File: src/scn_pkg.sv
package scn_pkg;
  // Register byte addresses
  localparam logic [4:0] ADDR_SRC = 5'h00;
  localparam logic [4:0] ADDR_CTL = 5'h04;
  localparam logic [4:0] ADDR_OSC = 5'h08;
  localparam logic [4:0] ADDR_CNT = 5'h0c;
  localparam logic [4:0] ADDR_FLG = 5'h10;
  // source_and_flag_select fields
  localparam int SRC_S2_LSB = 14;
  localparam int SRC_S1_LSB = 12;
  localparam int SRC_BMODE_LSB = 10;
  localparam int SRC_AMODE_LSB = 8;
  localparam int SRC_PATH_BIT = 7;
  localparam int SRC_OCOND_LSB = 4;
  localparam logic [15:0] SRC_WMASK = 16'hfff0;
  // counter_and_divider_control fields
  localparam int CTL_CLR_BIT = 15;
  localparam int CTL_BEN_BIT = 14;
  localparam int CTL_ADN_BIT = 13;
  localparam int CTL_AUP_BIT = 12;
  localparam int CTL_Q7_BIT = 11;
  localparam int CTL_Q6_BIT = 10;
  localparam int CTL_DIVB_LSB = 7;
  localparam int CTL_DIVA_LSB = 4;
  localparam int CTL_ACLK_LSB = 2;
  localparam int CTL_SUB_MAIN_CLOCK_LSB = 0;
  // oscillator_and_repeat_control fields
  localparam int OSC_CAL_LSB = 8;
  localparam int OSC_RPT_BIT = 7;
  localparam int OSC_TRIM_LSB = 3;
  localparam int OSC_NOM_BIT = 2;
  localparam int OSC_GO_BIT = 1;
  localparam int OSC_EN_BIT = 0;
  // Flag register bits, write one to clear
  localparam int FLG_OUT_BIT = 0;
  localparam int FLG_A_BIT = 1;
  localparam int FLG_B_BIT = 2;
  // Reset values
  localparam logic [15:0] SRC_RST = 16'h0000;
  localparam logic [15:0] CTL_RST = 16'h0000;
  localparam logic [7:0] OSC_RST = 8'h40;
  // Calibration window in aux clock periods
  localparam logic [2:0] CAL_SHORT = 3'h1;
  localparam logic [2:0] CAL_LONG = 3'h4;
  // Counter flag modes
  localparam logic [1:0] FM_EACH = 2'h0;
  localparam logic [1:0] FM_MOD4 = 2'h1;
  localparam logic [1:0] FM_MOD64 = 2'h2;
  localparam logic [1:0] FM_WRAP = 2'h3;

  typedef struct packed {
    logic s2;
    logic s1;
  } scn_src_t;

  typedef struct packed {
    logic entry_bit_7;
    logic entry_bit_6;
  } scn_next_t;

  typedef enum {CAL_IDLE, CAL_ARM, CAL_RUN} scn_cal_t;
endpackage

File: src/scn_if.sv
`timescale 1ns/1ps
module scn_if
  import scn_pkg::*;
(
  input wire logic clock,
  input wire logic reset,
  input wire logic [4:0] address,
  input wire logic read,
  input wire logic write,
  input wire logic [31:0] writedata,
  input wire logic [3:0] byteenable,
  output logic [31:0] readdata,
  output logic waitrequest,
  input wire logic [3:0] afe_out,
  input wire logic aclk,
  input wire logic sub_main_clock,
  input wire logic osc_clk,
  input wire logic tsm_excite,
  input wire logic comp_out,
  input wire logic seq_end,
  input wire logic entry_strobe,
  input wire logic [7:0] entry_bits,
  output scn_src_t psm_src,
  output scn_next_t next_use,
  output logic seq_start,
  output logic aclk_tick,
  output logic sub_main_clock_tick,
  output logic hf_clk_sel,
  output logic [3:0] osc_trim,
  output logic osc_nominal_sel,
  output logic out_cond_flag,
  output logic cnt_a_flag,
  output logic cnt_b_flag
);

  function automatic logic [15:0] merge(input logic [15:0] old, input logic [31:0] wd, input logic [3:0] be);
    merge = {be[1] ? wd[15:8] : old[15:8], be[0] ? wd[7:0] : old[7:0]};
  endfunction

  function automatic logic div_hit(input logic [2:0] cnt, input logic [1:0] code);
    logic [2:0] mask;
    mask = 3'((4'h1 << code) - 4'h1);
    div_hit = (cnt & mask) == mask;
  endfunction

  function automatic logic flag_hit(input logic [1:0] mode, input logic [7:0] val, input logic wrap);
    flag_hit = 1'b0;
    unique case (mode)
      FM_EACH: flag_hit = 1'b1;
      FM_MOD4: flag_hit = val[1:0] == 2'h0;
      FM_MOD64: flag_hit = val[5:0] == 6'h00;
      FM_WRAP: flag_hit = wrap;
    endcase
  endfunction

  // Two-flop synchronisers: afe[3:0], aclk, sub_main_clock, osc, excite, comp
  logic [8:0] sync1_r, sync2_r;
  logic [2:0] clk_prev_r;
  logic [15:0] src_r, ctl_r;
  logic [7:0] osc_r, cal_cnt_r, cnt_a_r, cnt_b_r;
  logic [2:0] flg_r, aclk_cnt_r, sub_main_clock_cnt_r, cal_per_r;
  logic [8:0] trig_cnt_r;
  logic cond_prev_r, wait_r;
  scn_cal_t cal_r;

  wire [3:0] afe_s = sync2_r[3:0];
  wire aclk_rise = sync2_r[4] & ~clk_prev_r[0];
  wire sub_main_clock_rise = sync2_r[5] & ~clk_prev_r[1];
  wire osc_rise = sync2_r[6] & ~clk_prev_r[2];
  wire req = read | write;
  wire ack = req & ~wait_r;
  wire wr_ack = write & ~wait_r;
  wire rd_clr = read & ~wait_r & (address == ADDR_CNT) & ctl_r[CTL_CLR_BIT];

  // Processing state machine sources
  wire [1:0] s2_sel = src_r[SRC_S2_LSB +: 2];
  wire [1:0] s1_sel = src_r[SRC_S1_LSB +: 2];
  wire path_sel = src_r[SRC_PATH_BIT];
  wire s2_nxt = path_sel ? afe_s[s2_sel] : sync2_r[8];
  wire s1_nxt = path_sel ? afe_s[s1_sel] : sync2_r[7];
  wire q6_en = ctl_r[CTL_Q6_BIT];
  wire b7_nxt = entry_bits[7] & ctl_r[CTL_Q7_BIT] & q6_en;
  wire b6_nxt = entry_bits[6] & q6_en;

  // Counters
  wire a_up = entry_strobe & entry_bits[1] & ctl_r[CTL_AUP_BIT];
  wire a_dn = entry_strobe & entry_bits[2] & ctl_r[CTL_ADN_BIT];
  wire a_cnt = a_up ^ a_dn;
  wire [7:0] a_new = a_up ? cnt_a_r + 8'h01 : cnt_a_r - 8'h01;
  wire b_cnt = entry_strobe & entry_bits[2] & ctl_r[CTL_BEN_BIT];
  wire [7:0] b_new = cnt_b_r - 8'h01;
  wire a_wrap = a_up & (cnt_a_r == 8'hff);
  wire b_wrap = cnt_b_r == 8'h01;
  wire a_evt = a_cnt & flag_hit(src_r[SRC_AMODE_LSB +: 2], a_new, a_wrap);
  wire b_evt = b_cnt & flag_hit(src_r[SRC_BMODE_LSB +: 2], b_new, b_wrap);
  wire [7:0] cnt_a_nxt = rd_clr ? 8'h00 : a_cnt ? a_new : cnt_a_r;
  wire [7:0] cnt_b_nxt = rd_clr ? 8'h00 : b_cnt ? b_new : cnt_b_r;

  // Output condition flag, rising edge of the selected condition
  wire [2:0] ocond = src_r[SRC_OCOND_LSB +: 3];
  wire cond_now = afe_s[ocond[2:1]] ^ ocond[0];
  wire o_evt = cond_now & ~cond_prev_r;

  // Sticky flags, set wins over write-one-to-clear
  wire [2:0] flg_clr = (wr_ack && address == ADDR_FLG && byteenable[0]) ? writedata[2:0] : 3'h0;
  wire [2:0] flg_set = {b_evt, a_evt, o_evt};
  wire [2:0] flg_nxt = (flg_r & ~flg_clr) | flg_set;

  // Start trigger and clock dividers
  wire [3:0] odd_a = {ctl_r[CTL_DIVA_LSB +: 3], 1'b1};
  wire [3:0] odd_b = {ctl_r[CTL_DIVB_LSB +: 3], 1'b1};
  wire [8:0] trig_ratio = {8'(odd_a) * 8'(odd_b), 1'b0};
  wire trig_wrap = trig_cnt_r >= trig_ratio - 9'h001;
  wire [8:0] trig_nxt = aclk_rise ? (trig_wrap ? 9'h000 : trig_cnt_r + 9'h001) : trig_cnt_r;
  wire start_nxt = osc_r[OSC_RPT_BIT] ? seq_end : (aclk_rise & trig_wrap);
  wire aclk_tick_nxt = aclk_rise & div_hit(aclk_cnt_r, ctl_r[CTL_ACLK_LSB +: 2]);
  wire sub_main_clock_tick_nxt = sub_main_clock_rise & div_hit(sub_main_clock_cnt_r, ctl_r[CTL_SUB_MAIN_CLOCK_LSB +: 2]);

  // Oscillator calibration
  wire osc_en = osc_r[OSC_EN_BIT];
  wire [2:0] cal_target = osc_r[OSC_NOM_BIT] ? CAL_LONG : CAL_SHORT;
  wire cal_go = osc_r[OSC_GO_BIT] & osc_en;
  wire cal_done = (cal_r == CAL_RUN) & aclk_rise & (cal_per_r + 3'h1 == cal_target);
  wire [15:0] osc_merged = merge({8'h00, osc_r}, writedata, byteenable);
  wire [7:0] osc_wr = osc_merged[7:0];
  wire [7:0] osc_nxt = (wr_ack && address == ADDR_OSC) ? osc_wr : (cal_done ? osc_r & 8'hfd : osc_r);
  scn_cal_t cal_nxt;
  always_comb begin
    cal_nxt = cal_r;
    unique case (cal_r)
      CAL_IDLE: if (cal_go) cal_nxt = CAL_ARM;
      CAL_ARM: if (!osc_en) cal_nxt = CAL_IDLE; else if (aclk_rise) cal_nxt = CAL_RUN;
      CAL_RUN: if (!osc_en || cal_done) cal_nxt = CAL_IDLE;
    endcase
  end
  wire [7:0] cal_cnt_nxt = (cal_r == CAL_IDLE && cal_go) ? 8'h00 :
    (cal_r == CAL_RUN && osc_rise && cal_cnt_r != 8'hff) ? cal_cnt_r + 8'h01 : cal_cnt_r;
  wire [2:0] cal_per_nxt = (cal_r != CAL_RUN) ? 3'h0 : aclk_rise ? cal_per_r + 3'h1 : cal_per_r;

  // Register read decode and write merge
  wire [15:0] src_view = {src_r[15:4], afe_s};
  wire [15:0] osc_view = {cal_cnt_r, osc_r};
  wire [15:0] rd_word = (address == ADDR_SRC) ? src_view :
    (address == ADDR_CTL) ? ctl_r :
    (address == ADDR_OSC) ? osc_view :
    (address == ADDR_CNT) ? {cnt_b_r, cnt_a_r} :
    (address == ADDR_FLG) ? {13'h0, flg_r} : 16'h0000;
  wire [15:0] src_nxt = (wr_ack && address == ADDR_SRC) ? merge(src_r, writedata, byteenable) & SRC_WMASK : src_r;
  wire [15:0] ctl_nxt = (wr_ack && address == ADDR_CTL) ? merge(ctl_r, writedata, byteenable) : ctl_r;

  always_ff @(posedge clock) begin
    if (reset) begin
      sync1_r <= 9'h000;
      sync2_r <= 9'h000;
      clk_prev_r <= 3'h0;
    end else begin
      sync1_r <= {comp_out, tsm_excite, osc_clk, sub_main_clock, aclk, afe_out};
      sync2_r <= sync1_r;
      clk_prev_r <= sync2_r[6:4];
    end
  end

  always_ff @(posedge clock) begin
    if (reset) begin
      wait_r <= 1'b1;
      readdata <= 32'h0000_0000;
      src_r <= SRC_RST;
      ctl_r <= CTL_RST;
      osc_r <= OSC_RST;
    end else begin
      wait_r <= ~(req & wait_r);
      readdata <= (read & wait_r) ? {16'h0000, rd_word} : readdata;
      src_r <= src_nxt;
      ctl_r <= ctl_nxt;
      osc_r <= osc_nxt;
    end
  end

  always_ff @(posedge clock) begin
    if (reset) begin
      cnt_a_r <= 8'h00;
      cnt_b_r <= 8'h00;
      flg_r <= 3'h0;
      cond_prev_r <= 1'b0;
      cal_r <= CAL_IDLE;
      cal_cnt_r <= 8'h00;
      cal_per_r <= 3'h0;
    end else begin
      cnt_a_r <= cnt_a_nxt;
      cnt_b_r <= cnt_b_nxt;
      flg_r <= flg_nxt;
      cond_prev_r <= cond_now;
      cal_r <= cal_nxt;
      cal_cnt_r <= cal_cnt_nxt;
      cal_per_r <= cal_per_nxt;
    end
  end

  always_ff @(posedge clock) begin
    if (reset) begin
      trig_cnt_r <= 9'h000;
      aclk_cnt_r <= 3'h0;
      sub_main_clock_cnt_r <= 3'h0;
      seq_start <= 1'b0;
      aclk_tick <= 1'b0;
      sub_main_clock_tick <= 1'b0;
      psm_src <= '0;
      next_use <= '0;
    end else begin
      trig_cnt_r <= trig_nxt;
      aclk_cnt_r <= aclk_rise ? aclk_cnt_r + 3'h1 : aclk_cnt_r;
      sub_main_clock_cnt_r <= sub_main_clock_rise ? sub_main_clock_cnt_r + 3'h1 : sub_main_clock_cnt_r;
      seq_start <= start_nxt;
      aclk_tick <= aclk_tick_nxt;
      sub_main_clock_tick <= sub_main_clock_tick_nxt;
      psm_src <= '{s2: s2_nxt, s1: s1_nxt};
      next_use <= entry_strobe ? '{entry_bit_7: b7_nxt, entry_bit_6: b6_nxt} : next_use;
    end
  end

  // Flag and oscillator outputs mirror their registers
  always_ff @(posedge clock) begin
    if (reset) begin
      out_cond_flag <= 1'b0;
      cnt_a_flag <= 1'b0;
      cnt_b_flag <= 1'b0;
      hf_clk_sel <= 1'b0;
      osc_trim <= OSC_RST[OSC_TRIM_LSB +: 4];
      osc_nominal_sel <= 1'b0;
      waitrequest <= 1'b1;
    end else begin
      out_cond_flag <= flg_nxt[FLG_OUT_BIT];
      cnt_a_flag <= flg_nxt[FLG_A_BIT];
      cnt_b_flag <= flg_nxt[FLG_B_BIT];
      hf_clk_sel <= osc_nxt[OSC_EN_BIT];
      osc_trim <= osc_nxt[OSC_TRIM_LSB +: 4];
      osc_nominal_sel <= osc_nxt[OSC_NOM_BIT];
      waitrequest <= ~(req & wait_r);
    end
  end

  property p_src_s2;
    @(posedge clock) disable iff (reset) path_sel |=> psm_src.s2 == $past(afe_s[s2_sel]);
  endproperty
  a_src_s2: assert property (p_src_s2) else $error("second source mismatch");

  property p_src_path;
    @(posedge clock) disable iff (reset) !path_sel |=> psm_src.s1 == $past(sync2_r[7]);
  endproperty
  a_src_path: assert property (p_src_path) else $error("first source not excitation");

  property p_clr_read;
    @(posedge clock) disable iff (reset) rd_clr |=> cnt_a_r == 8'h00 && cnt_b_r == 8'h00;
  endproperty
  a_clr_read: assert property (p_clr_read) else $error("counter not cleared by read");

  property p_b_hold;
    @(posedge clock) disable iff (reset) (!ctl_r[CTL_BEN_BIT] && !rd_clr) |=> $stable(cnt_b_r);
  endproperty
  a_b_hold: assert property (p_b_hold) else $error("counter B moved while disabled");

  property p_a_up;
    @(posedge clock) disable iff (reset) (a_up && !a_dn && !rd_clr) |=> cnt_a_r == $past(cnt_a_r) + 8'h01;
  endproperty
  a_a_up: assert property (p_a_up) else $error("counter A did not increment");

  property p_bit7;
    @(posedge clock) disable iff (reset) (entry_strobe && !q6_en) |=> !next_use.entry_bit_7 && !next_use.entry_bit_6;
  endproperty
  a_bit7: assert property (p_bit7) else $error("entry bits used without enable");

  property p_sticky;
    @(posedge clock) disable iff (reset) (flg_r[FLG_A_BIT] && !flg_clr[FLG_A_BIT]) |=> flg_r[FLG_A_BIT] && cnt_a_flag;
  endproperty
  a_sticky: assert property (p_sticky) else $error("flag dropped without clear");

  property p_trig;
    @(posedge clock) disable iff (reset) (aclk_rise && trig_wrap) |=> trig_cnt_r == 9'h000;
  endproperty
  a_trig: assert property (p_trig) else $error("trigger count did not restart");

  property p_cal_off;
    @(posedge clock) disable iff (reset) (!osc_en && cal_r == CAL_IDLE) |=> cal_r == CAL_IDLE;
  endproperty
  a_cal_off: assert property (p_cal_off) else $error("calibration without oscillator");

  property p_hf_sel;
    @(posedge clock) disable iff (reset) (wr_ack && address == ADDR_OSC && byteenable[0]) |=>
      hf_clk_sel == $past(writedata[OSC_EN_BIT]);
  endproperty
  a_hf_sel: assert property (p_hf_sel) else $error("clock select mismatch");

endmodule

File: config.mk
export PLATFORM = sky130hd
export DESIGN_NAME = scn_if
export DESIGN_NICKNAME = d
export VERILOG_FILES = /design/src/scn_pkg.sv /design/src/scn_if.sv
export SDC_FILE = /design/constraint.sdc
export NUM_CORES = 1
export LEC_CHECK = 0
export BUFFER_PORTS_ARGS = -buffer_cell sky130_fd_sc_hd__buf_4
export CAP_MARGIN = 20
export CORE_ASPECT_RATIO = 0.7
export CORE_MARGIN = 5
export CORE_UTILIZATION = 50
export CTS_CLUSTER_SIZE = 20
export DETAILED_ROUTE_END_ITERATION = 12
export GPL_TIMING_DRIVEN = 0
export MAX_ROUTING_LAYER = met4
export PLACE_DENSITY_LB_ADDON = 0.1
export SETUP_SLACK_MARGIN = 0.1
export SLEW_MARGIN = 40
export SYNTH_ARGS = -nofsm -noshare
export SYNTH_HDL_FRONTEND = slang
export SYNTH_SLANG_ARGS = --single-unit
File: constraint.sdc
create_clock -name clock -period 3.7 [get_ports clock]
set_clock_uncertainty 0.1 [all_clocks]
set_input_delay 0.37 -clock clock [delete_from_list [all_inputs] [get_ports clock]]
set_output_delay 0.37 -clock clock [all_outputs]
set_load 0.05 [all_outputs]
==> flow_summary_export.csv <==
group,metric,value,unit
placement,placed_area,7500,µm²
synth,synth-edff-count,0,
drt,drt_pre_antenna_iters,5,
final_layout,final_cell_mix,"dfxtp_1 (124), nor2_1 (99), buf_4 (95)",
drt,vias,5567,
placement,place_congestion,0.996,
power,pwr-share-comb,0.097,
final_layout,ff_latch_area,2590,µm²
clock_network,cts_made_buffers,17,
synth,yosysTopAreaCell,"dfxtp_1",
outcome,status,"finished with violations",
drt,drt_iter0_drc,498,
synth,async_flop_share,0,
sta,rsz0062_at_grt,"true",
global_routing,grt_pass1_vias,5481,
synth,synthMuxAreaShare,0.103,
placement,post-dp-hpwl,14.2,mm
power,power.leakage,3.46,nW
clock_network,worst_skew_pair.late_latency,0.42,ns
power,clockPowerShare,0.479,
synth,synth-xor-area-share,0.0568,
drt,drc_errors,0,
synth,ys_seq_area_frac,0.390,
final_layout,fin_area,8130,µm²
floorplan,die_x,148,µm
sta,final.period_utilization,1.03,
clock_network,cts_hold_buf,0,
setup_path,start_kind,"flip-flop",
clock_network,cts_tree,"yes",
setup_path,end_kind,"flip-flop",
synth,synth_compound_area_frac,0.118,
synth,yosys.area.top_type_share,0.390,
final_layout,multi_input_area,3800,µm²
synth,synthAdderAreaFrac,0.0850,
synth,synth_cell_types,62,
final_layout,diodes,0,
synth,synth-main-ff-cell,"dfxtp_1",
final_layout,final_common_cell,"dfxtp_1",
clock_network,clock-root-buffer,"clkbuf_16",
final_layout,n_fill_cell,1113,
floorplan,io-pin-count,113,
synth,synth_top_family_by_area,"simple AND/OR/NAND/NOR gates",
placement,pre_cts_ws,-0.192,ns
drt,vias_per_cell,5.52,
synth,synth_area_leaders,"dfxtp_1 (39%), mux2i_1 (7.1%), ha_1 (7.0%)",
global_routing,grt_overflow,0,
synth,syn_inst,719,
run,drv_cap,0,
clock_network,ctsHtreeMaxLevel,4,
sta,slew_viol_final,0,
floorplan,rows,35,
power,p_switching,0.911,mW
sta,period_needed,3.81,ns
sta,fmax,262,MHz
setup_path,crit_type,"reg2reg",
final_layout,area_growth,22.7,%
synth,synth.avg_cell_area,9.21,µm²
power,seqPwrFrac,0.424,
power,ir_worst_vdd,0.353,mV
sta,slew_headroom,0.512,
power,p_per_area,417,nW/µm²
synth,yosys_warnings,0,
synth,syn_area,6630,µm²
setup_path,cp_data_required_time,3.93,ns
clock_network,clock_path_buffers,2,
power,p_int,2.48,mW
global_routing,grtUsageTotal,0.256,
floorplan,core_area,13100,µm²
floorplan,die_h,106,µm
setup_path,arrival,4.05,ns
placement,place.port_buffers,71,
sta,setup_violations,10,
drt,wire_per_inst,18.7,µm
floorplan,die_area,15700,µm²
clock_network,clk_pin_slew,0.06,ns
global_routing,grt_max_degree,17,
sta,worst_pin_slew,0.732,ns
setup_path,critPathMaxFanout,5,
floorplan,initial_utilization,0.508,
synth,synth-simple-area-share,0.189,
final_layout,final_nets,935,
hold_path,hold_path_class,"in2reg",
drt,ant_nets,0,
sta,finalHoldViolCount,0,
final_layout,final_core_util,0.623,
final_layout,drive_above_1_share,0.216,
global_routing,antenna_found_initial,0,
synth,ys_ff_latch,129,
outcome,violations,"negative setup slack",
global_routing,grt_pass1_wl,30.3,mm
power,switching_share,0.269,
clock_network,clock_sinks,129,
sta,worst_slack,-0.112,ns
drt,wl,18.9,mm
-- power groups by stage --
stage | logic [mW] | registers, mW | clock network [mW]
floorplan | 0.165 | 1.51 | 0
global placement | 0.315 | 1.47 | 0
detailed placement | 0.320 | 1.47 | 0
CTS | 0.325 | 1.44 | 1.64
global route | 0.350 | 1.44 | 1.71
finish | 0.329 | 1.44 | 1.63
-- cell type report --
cell class,instances,share of cell area
repair buffers,76,0.0702
clock buffers,19,0.0545
well taps,166,0.0256
plain buffers,55,0.0379
clock inverters,13,0.0157
multi-input cells,528,0.467
inverters,22,0.0102
flip-flops and latches,129,0.319
-- stage by stage --
step	hold WS [ns]	std cells	setup TNS [ns]	power [mW]
final	0.0569	1008	-0.976	3.39
after global routing	0.0509	1008	-2.46	3.50
after CTS	0.0454	1008	-1.06	3.40
after detailed placement	0.327	971	-1.54	1.79
after global placement	0.317	971	-0.508	1.78
after floorplan	0.314	734	0	1.67
-- state kept, by name, summed over array words and instances (netlist names), 2 cells and up --
signal / cells
readdata: 16
cal_r: 2
cal_cnt_r: 8
aclk_cnt_r: 3
flg_r: 3
clk_prev_r: 3
cnt_a_r: 8
src_r: 12
sync1_r: 9
ctl_r: 16
next_use: 2
cal_per_r: 3
sub_main_clock_cnt_r: 3
psm_src: 2
sync2_r: 9
cnt_b_r: 8
osc_r: 8
trig_cnt_r: 9
-- cells in the mapped netlist (all sizes together), types with 4 or more instances --
library cell	n
dfxtp	129
nor2	100
mux2i	47
nand2	41
ha	37
buf	31
nor2b	26
a21oi	25
clkbuf	24
nor3	24
xnor2	23
inv	22
xor2	20
nand3	18
a221oi	14
a22o	14
mux2	13
and2	10
nand4	10
a211oi	9
nand2b	9
o21ai	9
fa	5
a21o	4
-- what timing repair did --
| item | 4_1_cts | 5_1_grt |
|---|---|---|
| pin swaps | 2 | 3 |
| resized for setup | 5 | 1 |
| cloned | 1 | 0 |
| setup buffers | 4 | 0 |
| endpoints found under the setup margin | 10 | 10 |
-- critical path, cell delays in order, from the launching register on --
cell      delay [ns]
dfxtp_4         0.35
and2_4          0.13
fa_1            0.48
fa_1            0.52
inv_1           0.07
fa_2            0.40
xor2_1          0.16
ha_1            0.29
a21o_1          0.17
a21oi_2         0.16
nand3b_1        0.09
a221o_1         0.39
clkbuf_4        0.19
a211oi_2        0.21
-- cells by family (layout without fill, tap and decap cells) --
kind of cell | after synthesis | after routing
AOI/OAI and AO/OA | 107 | 107
xor gates and xnor gates | 43 | 43
adders and majority gates | 42 | 42
muxes | 63 | 63
and+or+nand+nor | 257 | 257
other | 1 | 16
buffers and inverters | 77 | 185
DFF | 129 | 129
-- metal layers --
metal,track usage,share of wire,routed length [µm],vias to the layer above
met5,-,0,0,-
met1,0.347,0.48,9110,2640
met2,0.375,0.43,8150,191
met3,0.0716,0.074,1390,22
met4,0.0725,0.013,243,0
li1,-,-,-,2714
-- final timing paths --
kind,slack [ns],from,end,depth (start not counted)
worst max-delay path,-0.11,ctl_r[5],trig_cnt_r[6],13
worst min-delay path,0.06,aclk,sync1_r[4],2
worst max register to register,-0.11,ctl_r[5],trig_cnt_r[6],13
worst min register to register,0.34,sync1_r[5],sync2_r[5],1
Power figures use the tool's default switching activity.
